File: src/pbm_pkg.sv
// Package of constants and types for the Port B / upper Port C alternate function mux
// Notes on behaviour
// - Pin B7 used as clock pin reads zero on direction, latch and input bits.
// - Pin B6 used as clock pin reads zero on direction, latch and input bits.
// - Async timer clock on detaches B7 from GPIO as oscillator amplifier output only while an external clock is selected.
// - Async timer clock on detaches B6 from GPIO as oscillator amplifier input.
// - B6 overrides enabled for internal RC or async timer; values are zero.
// - B7 overrides enabled for external clock and (internal RC or async timer).
// - SPI slave forces clock pin input; master uses direction bit and drives clock.
// - SPI master forces data-in pin input; slave uses direction bit, drives output.
// - SPI slave forces data-out pin input; master uses its direction bit.
// - SPI slave forces select pin input; SPI active only while it is low.
// - Forced SPI inputs keep pull-up from latch bit gated by global disable.
// - Master receive shares slave transmit pin; master transmit shares slave receive.
// - B3 value override from SPI master or timer2 compare; values combined.
// - B0 digital input feeds timer1 capture; no overrides active.
// - Reset disable fuse programmed makes C6 ordinary I/O, else reset input.
// - C6 used as reset reads zero on direction, latch and input bits.
// - Two-wire enable makes C5 open-drain clock line with 50 ns spike filter.
// - Without pull-up override, pull-up on when direction,latch,disable equal 010.
// - Driver enable follows direction override value when enabled, else direction bit.
// - Value override sets driven value; input enable override replaces sleep state.
package pbm_pkg;
    localparam int NPIN_B = 8;
    localparam int PIN_C5 = 5;
    localparam int PIN_C6 = 6;
    // Pull-up pattern {direction, latch, global disable}
    localparam logic [2:0] PULLUP_PATTERN = 3'h2;
    // Spike filter on the two-wire clock input
    localparam int CLK_MHZ = 50;
    localparam int SPIKE_NS = 50;
    localparam int SPIKE_CYC_RAW = (SPIKE_NS * CLK_MHZ + 999) / 1000;
    localparam int SPIKE_CYC = (SPIKE_CYC_RAW < 1) ? 1 : SPIKE_CYC_RAW;
    localparam logic [3:0] SPIKE_CNT = 4'(SPIKE_CYC);

    // Override bundle for one pin
    typedef struct packed {
        logic pu_oe;
        logic pu_ov;
        logic dd_oe;
        logic dd_ov;
        logic pv_oe;
        logic pv_ov;
        logic die_oe;
        logic die_ov;
    } pbm_ovr_t;

    // Spike filter state
    typedef struct packed {
        logic [1:0] sync;
        logic [3:0] cnt;
        logic       level;
    } pbm_filt_t;
endpackage

File: src/pbm_filt_if.sv
// Interface carrying the raw pin and its filtered level to the spike filter
interface pbm_filt_if;
    logic raw;
    logic level;
    modport owner (output raw, input level);
    modport filt  (input raw, output level);
endinterface

File: src/pbm_spike_filter.sv
// Spike filter: synchronises a pin and passes only levels stable for the minimum time
module pbm_spike_filter (
    input  wire logic clk,
    input  wire logic rst_n,
    pbm_filt_if.filt  fi
);
    pbm_pkg::pbm_filt_t st_r;
    pbm_pkg::pbm_filt_t st_nxt;

    // Two-flop sync, then a level change must persist for the spike time
    always_comb begin
        st_nxt = st_r;
        st_nxt.sync = {st_r.sync[0], fi.raw};
        if (st_r.sync[1] == st_r.level) begin
            st_nxt.cnt = 4'h0;
        end else if (st_r.cnt + 4'h1 >= pbm_pkg::SPIKE_CNT) begin
            st_nxt.level = st_r.sync[1];
            st_nxt.cnt   = 4'h0;
        end else begin
            st_nxt.cnt = st_r.cnt + 4'h1;
        end
    end

    // Idle line is high (open-drain with pull-up)
    always_ff @(posedge clk) begin
        if (!rst_n) begin
            st_r <= '{sync: 2'h3, cnt: 4'h0, level: 1'b1};
        end else begin
            st_r <= st_nxt;
        end
    end

    assign fi.level = st_r.level;
endmodule

File: src/pbm_port_mux.sv
// Port B and Port C6/C5 alternate function override mux with generic pin cells
module pbm_port_mux (
    input  wire logic       CORE_CLK,
    input  wire logic       RESETN,
    // GPIO register bits
    input  wire logic [7:0] PORTB_DIR,
    input  wire logic [7:0] PORTB_LATCH,
    input  wire logic       LATCH_BIT_B_DIRECTION_BIT,
    input  wire logic       LATCH_BIT_B,
    input  wire logic       PORTC5_DIR,
    input  wire logic       PORTC5_LATCH,
    input  wire logic       GLOBAL_PULLUP_DISABLE,
    input  wire logic       SLEEP_ACTIVE,
    // Clock and reset configuration
    input  wire logic       ASYNC_TIMER_CLOCK_BIT,
    input  wire logic       INTERNAL_RC_SELECTED,
    input  wire logic       EXTERNAL_CLOCK_SELECTED,
    input  wire logic       RESET_DISABLE_FUSE,
    // SPI
    input  wire logic       SPI_ENABLE_BIT,
    input  wire logic       SPI_MASTER_SELECT,
    input  wire logic       SPI_SCK_OUT,
    input  wire logic       SPI_MASTER_OUT,
    input  wire logic       SPI_SLAVE_OUT,
    output logic            SPI_SCK_IN,
    output logic            SPI_MASTER_IN,
    output logic            SPI_SLAVE_IN,
    output logic            SPI_SLAVE_SELECT_N,
    output logic            SPI_SLAVE_ACTIVE,
    // Timers
    input  wire logic       TIMER2_COMPARE_OUT,
    input  wire logic       TIMER2_COMPARE_EN,
    input  wire logic       TIMER1_COMPARE_A_OUT,
    input  wire logic       TIMER1_COMPARE_A_EN,
    input  wire logic       TIMER1_COMPARE_B_OUT,
    input  wire logic       TIMER1_COMPARE_B_EN,
    output logic            TIMER1_CAPTURE_IN,
    // Oscillator and reset taps (analog side)
    output logic            OSC_AMP_INPUT_SEL,
    output logic            OSC_AMP_OUTPUT_SEL,
    output logic            TIMER_OSC_INPUT_SEL,
    output logic            TIMER_OSC_OUTPUT_SEL,
    output logic            RESET_PIN_SEL,
    output logic            RESET_PIN_LEVEL_N,
    // Two-wire clock line
    input  wire logic       TWO_WIRE_ENABLE_BIT,
    input  wire logic       TWO_WIRE_CLK_OUT,
    output logic            TWO_WIRE_CLK_IN,
    // Readback of port bits
    output logic [7:0]      PORTB_DIR_RD,
    output logic [7:0]      PORTB_LATCH_RD,
    output logic [7:0]      PORTB_INPUT_RD,
    output logic            LATCH_BIT_B_DIR_RD,
    output logic            LATCH_BIT_B_LATCH_RD,
    output logic            LATCH_BIT_B_INPUT_RD,
    output logic            PORTC5_INPUT_RD,
    // Pads
    input  wire logic [7:0] PADB_IN,
    output logic [7:0]      PADB_OUT,
    output logic [7:0]      PADB_OE,
    output logic [7:0]      PADB_PULLUP,
    input  wire logic       PADC6_IN,
    output logic            PADC6_OUT,
    output logic            PADC6_OE,
    output logic            PADC6_PULLUP,
    input  wire logic       PADC5_IN,
    output logic            PADC5_OUT,
    output logic            PADC5_OE,
    output logic            PADC5_PULLUP
);
    localparam int NB = pbm_pkg::NPIN_B;

    // Pin cell: pull-up, driver enable and value from overrides
    function automatic logic [2:0] pin_cell(input pbm_pkg::pbm_ovr_t o, input logic dir,
                                            input logic latch, input logic global_pullup_disable);
        logic pu;
        logic oe;
        logic val;
        pu  = o.pu_oe ? o.pu_ov : ({dir, latch, global_pullup_disable} == pbm_pkg::PULLUP_PATTERN);
        oe  = o.dd_oe ? o.dd_ov : dir;
        val = (o.pv_oe ? o.pv_ov : latch) & oe;
        return {pu & ~oe, oe, val};
    endfunction

    // Input enable: override value or awake state
    function automatic logic in_en(input pbm_pkg::pbm_ovr_t o, input logic sleep);
        return o.die_oe ? o.die_ov : ~sleep;
    endfunction

    // Registered state: two-flop synchronisers and the synced pin values
    typedef struct packed {
        logic [7:0] b_s1;
        logic [7:0] b_s2;
        logic       c6_s1;
        logic       c6_s2;
    } pbm_state_t;

    pbm_state_t st_r;
    pbm_state_t st_nxt;

    pbm_pkg::pbm_ovr_t ob [NB];
    pbm_pkg::pbm_ovr_t oc6;
    pbm_pkg::pbm_ovr_t oc5;
    logic              spi_m;
    logic              spi_s;
    logic              osc_b6;
    logic              osc_b7;
    logic              rst_pin;
    logic [7:0]        b_ien;
    logic [7:0]        b_din;

    pbm_filt_if fif ();

    // Spike filter only looks at the two-wire clock pad
    pbm_spike_filter u_filt (
        .clk   (CORE_CLK),
        .rst_n (RESETN),
        .fi    (fif)
    );
    assign fif.raw = PADC5_IN;

    // Synchronise pad levels before any logic sees them
    always_comb begin
        st_nxt = st_r;
        st_nxt.b_s1  = PADB_IN;
        st_nxt.b_s2  = st_r.b_s1;
        st_nxt.c6_s1 = PADC6_IN;
        st_nxt.c6_s2 = st_r.c6_s1;
    end

    always_ff @(posedge CORE_CLK) begin
        if (!RESETN) begin
            st_r <= '0;
        end else begin
            st_r <= st_nxt;
        end
    end

    // Takeover conditions
    assign spi_m   = SPI_ENABLE_BIT & SPI_MASTER_SELECT;
    assign spi_s   = SPI_ENABLE_BIT & ~SPI_MASTER_SELECT;
    assign osc_b6  = INTERNAL_RC_SELECTED | ASYNC_TIMER_CLOCK_BIT;
    assign osc_b7  = EXTERNAL_CLOCK_SELECTED & osc_b6;
    assign rst_pin = ~RESET_DISABLE_FUSE;

    // Override tables, all combinational so takeover is same-cycle
    always_comb begin
        for (int i = 0; i < NB; i++) begin
            ob[i] = '0;
        end
        // B7/B6 oscillator pins: everything off, values zero
        ob[7] = '{pu_oe: osc_b7, pu_ov: 1'b0, dd_oe: osc_b7, dd_ov: 1'b0, pv_oe: 1'b0,
                  pv_ov: 1'b0, die_oe: osc_b7, die_ov: 1'b0};
        ob[6] = '{pu_oe: osc_b6, pu_ov: 1'b0, dd_oe: osc_b6, dd_ov: 1'b0, pv_oe: 1'b0,
                  pv_ov: 1'b0, die_oe: osc_b6, die_ov: 1'b0};
        // SPI forced inputs keep latch-driven pull-up
        for (int i = 2; i <= 5; i++) begin
            ob[i].pu_ov = PORTB_LATCH[i] & ~GLOBAL_PULLUP_DISABLE;
        end
        // SCK: forced input in slave, clock out in master
        ob[5].pu_oe = spi_s;
        ob[5].dd_oe = spi_s;
        ob[5].pv_oe = spi_m;
        ob[5].pv_ov = SPI_SCK_OUT;
        // Data-in pin: forced input in master, slave output drives it
        ob[4].pu_oe = spi_m;
        ob[4].dd_oe = spi_m;
        ob[4].pv_oe = spi_s;
        ob[4].pv_ov = SPI_SLAVE_OUT;
        // Data-out pin: forced input in slave; master or timer2 drives it
        ob[3].pu_oe = spi_s;
        ob[3].dd_oe = spi_s;
        ob[3].pv_oe = spi_m | TIMER2_COMPARE_EN;
        ob[3].pv_ov = (spi_m & SPI_MASTER_OUT) | TIMER2_COMPARE_OUT;
        // Select pin: forced input in slave; timer1 B drives it when enabled
        ob[2].pu_oe = spi_s;
        ob[2].dd_oe = spi_s;
        ob[2].pv_oe = TIMER1_COMPARE_B_EN;
        ob[2].pv_ov = TIMER1_COMPARE_B_OUT;
        // Timer1 A; direction stays with software
        ob[1].pv_oe = TIMER1_COMPARE_A_EN;
        ob[1].pv_ov = TIMER1_COMPARE_A_OUT;
        // C6 reset pin: pull-up forced on, driver and input off
        oc6 = '{pu_oe: rst_pin, pu_ov: 1'b1, dd_oe: rst_pin, dd_ov: 1'b0, pv_oe: 1'b0,
                pv_ov: 1'b0, die_oe: rst_pin, die_ov: 1'b0};
        // C5 two-wire clock: open drain, driver on only to pull low
        oc5 = '{pu_oe: TWO_WIRE_ENABLE_BIT,
                pu_ov: PORTC5_LATCH & ~GLOBAL_PULLUP_DISABLE,
                dd_oe: TWO_WIRE_ENABLE_BIT, dd_ov: ~TWO_WIRE_CLK_OUT,
                pv_oe: TWO_WIRE_ENABLE_BIT, pv_ov: 1'b0,
                die_oe: 1'b0, die_ov: 1'b0};
    end

    // Port B pads and digital inputs
    always_comb begin
        for (int i = 0; i < NB; i++) begin
            logic [2:0] c;
            c = pin_cell(ob[i], PORTB_DIR[i], PORTB_LATCH[i], GLOBAL_PULLUP_DISABLE);
            PADB_PULLUP[i] = c[2];
            PADB_OE[i]     = c[1];
            PADB_OUT[i]    = c[0];
            b_ien[i]       = in_en(ob[i], SLEEP_ACTIVE);
            b_din[i]       = st_r.b_s2[i] & b_ien[i];
        end
    end

    // Readback: clock pins report zero on all three bits
    always_comb begin
        PORTB_DIR_RD   = PORTB_DIR;
        PORTB_LATCH_RD = PORTB_LATCH;
        PORTB_INPUT_RD = b_din;
        if (osc_b7) begin
            PORTB_DIR_RD[7]   = 1'b0;
            PORTB_LATCH_RD[7] = 1'b0;
            PORTB_INPUT_RD[7] = 1'b0;
        end
        if (osc_b6) begin
            PORTB_DIR_RD[6]   = 1'b0;
            PORTB_LATCH_RD[6] = 1'b0;
            PORTB_INPUT_RD[6] = 1'b0;
        end
    end

    // Peripheral inputs; shared pins serve both SPI directions
    assign SPI_SCK_IN         = b_din[5];
    assign SPI_MASTER_IN      = b_din[4];
    assign SPI_SLAVE_IN       = b_din[3];
    assign SPI_SLAVE_SELECT_N = b_din[2];
    assign SPI_SLAVE_ACTIVE   = spi_s & ~b_din[2];
    assign TIMER1_CAPTURE_IN  = b_din[0];

    // Oscillator taps route the pads to the analog amplifier
    assign OSC_AMP_INPUT_SEL    = osc_b6 ? 1'b0 : 1'b1;
    assign OSC_AMP_OUTPUT_SEL   = ~osc_b6;
    assign TIMER_OSC_INPUT_SEL  = ASYNC_TIMER_CLOCK_BIT;
    assign TIMER_OSC_OUTPUT_SEL = ASYNC_TIMER_CLOCK_BIT;

    // C6 pin cell and reset tap
    always_comb begin
        logic [2:0] c;
        c = pin_cell(oc6, LATCH_BIT_B_DIRECTION_BIT, LATCH_BIT_B, GLOBAL_PULLUP_DISABLE);
        PADC6_PULLUP      = c[2];
        PADC6_OE          = c[1];
        PADC6_OUT         = c[0];
        RESET_PIN_SEL     = rst_pin;
        RESET_PIN_LEVEL_N = rst_pin ? st_r.c6_s2 : 1'b1;
        LATCH_BIT_B_DIR_RD     = rst_pin ? 1'b0 : LATCH_BIT_B_DIRECTION_BIT;
        LATCH_BIT_B_LATCH_RD   = rst_pin ? 1'b0 : LATCH_BIT_B;
        LATCH_BIT_B_INPUT_RD   = rst_pin ? 1'b0 : (st_r.c6_s2 & in_en(oc6, SLEEP_ACTIVE));
    end

    // C5 pin cell; filtered level feeds both port and two-wire clock
    always_comb begin
        logic [2:0] c;
        c = pin_cell(oc5, PORTC5_DIR, PORTC5_LATCH, GLOBAL_PULLUP_DISABLE);
        PADC5_PULLUP    = c[2];
        PADC5_OE        = c[1];
        PADC5_OUT       = c[0];
        TWO_WIRE_CLK_IN = TWO_WIRE_ENABLE_BIT ? fif.level : 1'b1;
        PORTC5_INPUT_RD = fif.level & in_en(oc5, SLEEP_ACTIVE);
    end
endmodule

File: config.mk
export PLATFORM = sky130hd
export DESIGN_NAME = pbm_port_mux
export DESIGN_NICKNAME = d
export VERILOG_FILES = /design/src/pbm_pkg.sv /design/src/pbm_filt_if.sv /design/src/pbm_spike_filter.sv /design/src/pbm_port_mux.sv
export SDC_FILE = /design/constraint.sdc
export NUM_CORES = 1
export LEC_CHECK = 0
export BUFFER_PORTS_ARGS = -buffer_cell sky130_fd_sc_hd__buf_2
export CORE_MARGIN = 2
export CORE_UTILIZATION = 41
export DETAILED_ROUTE_END_ITERATION = 7
export PLACE_DENSITY = 0.86
export SLEW_MARGIN = 20
export SYNTH_ARGS = -nofsm -noshare
export SYNTH_HDL_FRONTEND = slang
export SYNTH_HIERARCHICAL = 1
export SYNTH_SLANG_ARGS = --single-unit
File: constraint.sdc
create_clock -name CORE_CLK -period 2.55 [get_ports CORE_CLK]
set_input_delay 0.1275 -clock CORE_CLK [delete_from_list [all_inputs] [get_ports CORE_CLK]]
set_output_delay 0.1275 -clock CORE_CLK [all_outputs]
set_load 0.05 [all_outputs]
==> metrics.md <==
| Metric | Value |
|---|---|
| Status | finished clean |
| Hold depth | 2 |
| Max Cap Viol | 0 |
| Die Area | 3880 um^2 |
| Crit. End Element | flip-flop |
| Hold Startpoint | PADB_IN[1] |
| WP buf/inv | 1 |
| Final Non-Filler Cells | just under 300 |
| Worst R2R Start | u_filt/st_r[1] |
| Adder-cell area share of the yosys netlist | 1.80% |
| TNS Setup | 0 ns |
| Post-Synth Simple-Gate Area | 38.7% |
| Per-cell routed wire length | 9.97 um |
| Count leader, synth | and2_1 |
| Vias in the first global route | 1133 |
| Place WS | 1.26 ns |
| WL final | 2.96 mm |
| Initial antenna violation count | 0 |
| Die X | 62.3 um |
| Worst min-delay path endpoint | st_nxt[3] |
| Cells after Synth | 151 |
| Via density | 4.39 |
| Fin crit period | 1.31 ns |
| Pin count of the biggest net entering global routing | 24 |
| Chip height | 62.3 um |
| Multiplexer share of the synthesized area | 2.87% |
| Fin nets | 305 |
| Max FO, Critical Path | 5 |
| R2r setup slk | 1.24 ns |
| Placed cells | 292 |
| CTS Sinks | 25 |
| Cell accounting for the most synthesized area | dfxtp_1 |
| Post-synth EDFFs | 0 |
| Largest family of logic cells by synthesized area | simple AND/OR/NAND/NOR gates |
| Util after Layout | 57.4% |
| Mapped Avg Cell Area | 9.23 um^2 |
| PwrDens | 489 nW/um^2 |
| Syn. warnings | 6 |
| Routability cong. | 0.768 |
| Yosys cell types | 35 |
| DR iter-0 viols | 9 |
| Worst-path cell chain | inv_1 > ha_1 > nor4_2 > a31oi_2 > nor3_1 |
| First-pass GRT wire length | between 4 and 5 mm |
| Min-Delay Path Class | in2reg |
| Worst reg2reg endpoint | u_filt/st_r[1] |
| R2R depth | 5 |
| DR pass1 iterations | 4 |
| Async SR Flop Fraction | 0% |
| FP Rows | 21 |
| IO Pins | 122 |
| Diodes inserted | 0 |
| DP HPWL | 2.53 mm |
| Core region area | 3310 um^2 |
| Synth Area in XOR/XNOR | 0.628% |
| Seq/Total Area, Yosys | 35.9% |
| Worst VDD drop | roughly 0.38 mV |
| Top post-synthesis cells by count | 26 x and2_1, 25 x buf_4, 25 x dfxtp_1, 11 x nor2b_1, 6 x nand2_1 |
| Via count | 1303 |
| Lkg Pwr | 0.00107 uW |
| Synth-to-Final Area Change | 36.3% |
| Synth top area share | 35.9% |
| Worst path max stage delay | 0.42 ns |
| Final worst slack | 1.24 ns |
| Delay-heaviest family, CP | simple AND/OR/NAND/NOR gates |
| Post-DRT Antenna Nets | 0 |
| Clock Latency Late Sink | 0.29 ns |
| H-tree levels | 1 |
| CP required | 2.78 ns |
| Mapped cell area | roughly 1400 um^2 |
| Clock Pin Slew Worst Setup and Hold Paths | 0.11 ns |
| Critical Path AT | about 1.5 ns |
| Compound-Gate Fraction of Synth Area | 4.31% |
| # setup viols final | 0 |
| Critical-path top delay cell | dfxtp_1 |
| Pwr Total | 928 uW |
| Overflow after GRT | 0 |
| Share of layout cells above drive strength 1 | a little under three fifths |
| Yosys reg bits | 25 |
| Gr usage total | 14.3% |
| Worst-case clock buffer depth | 2 |
| PortBufs | 121 |
| CTS root buf | clkbuf_4 |
| Final hold vios | 0 |
| Fmax | 762 MHz |
| Unrepaired setup endpoints after global routing | false |
| WS Path Type | reg2reg |
| Largest cells by area after synthesis | dfxtp_1 36%, buf_4 13%, and2_1 12%, nor2b_1 4.9%, nor3b_2 4.5% |
| Clock skew | roughly 0.0018 ns |
| DRC Markers | 0 |
| Tcrit/Tclk final | 51.5% |
| Synth Flop Type | dfxtp_1 |
| Worst setup SP type | flip-flop |
| Num CTS Buffers | 3 |
| CTS tree | yes |
| Starting Density | 42.1% |
| Final slew viol count | 0 |
==> worst register-to-register path, cell delays in order (launching register included) <==
cell and delay (ns):
dfxtp_1 0.42, inv_1 0.06, ha_1 0.21, nor4_2 0.30
a31oi_2 0.09, nor3_1 0.17
==> metal layers <==
metal | vias up | wire length, um | track usage [%]
li1 | 662 | - | -
met1 | 577 | 1150 | 15.4
met2 | 62 | 1540 | 27.9
met3 | 2 | 253 | 2.36
met4 | 0 | 21 | 5.28
met5 | - | 0 | 0
==> flip-flops by register name (all words and copies together) (netlist names) <==
signal	count
u_filt/st_r	5
u_filt/fi.level	1
st_nxt	9
st_r	9
u_filt/st_nxt	1
==> repair_timing <==
| action | CTS | global route |
|---|---|---|
| setup buffers | 0 | 0 |
| endpoints found under the hold margin | 0 | 1 |
| gates resized for setup | 0 | 0 |
| hold buffers | 0 | 1 |
==> logic make-up after synthesis <==
family	after synthesis
multiplexers	4
adder cells (fa/ha/maj)	2
buffers and inverters	32
AO/OA/AOI/OAI	7
flip-flops	25
other	1
XOR/XNOR	1
AND/OR/NAND/NOR	79
==> area by class of cell <==
cell class / count / area (um^2)
well taps: 46 / 57.6
multi-input cells: 95 / 681
flip-flops and latches: 25 / 500
fillers: 327 / 1410
inverters: 5 / 18.8
clock buffers: 4 / 26.3
repair buffers: 122 / 616
==> power breakdown <==
part           internal (uW)  switching [uW]  total, uW
Combinational            101             257        359
Sequential               407            5.02        412
Clock                   60.8            96.7        157
==> cell usage in the layout, fill, tap and decap left out, types with 2 or more instances in the layout <==
cell type and count:
mux2i_1 4, ha_1 2, clkbuf_4 3, and2_1 26, inv_1 5, and3b_1 2, nand2_1 6, nor3b_1 4
and3_1 3, nor3b_2 5, nor2_1 4, buf_2 121, dfxtp_1 25, nand2b_1 3, nor3_1 2, nor2b_1 11
and2_4 4, conb_1 2
==> metrics by stage <==
stage	hold slack, ns	instance area (um^2)
after floorplan	0.201	1400
after global placement	0.309	1860
after detailed placement	0.316	1860
after CTS	0.000189	1890
after global routing	0.0130	1900
final	0.0261	1900
==> worst max path at each step <==
stage                          startpoint               to  slack (ns)  cells after the start
finish                     u_filt/st_r[1]   u_filt/st_r[1]        1.24                      5
CTS                        u_filt/st_r[1]   u_filt/st_r[1]        1.22                      5
detailed placement         u_filt/st_r[1]   u_filt/st_r[1]        1.26                      5
global route               u_filt/st_r[1]   u_filt/st_r[1]        1.14                      5
floorplan           ASYNC_TIMER_CLOCK_BIT   PADB_PULLUP[6]        0.52                      3
global placement           u_filt/st_r[1]  u_filt/fi.level        1.30                      5
(Power assumes the default switching activity.)
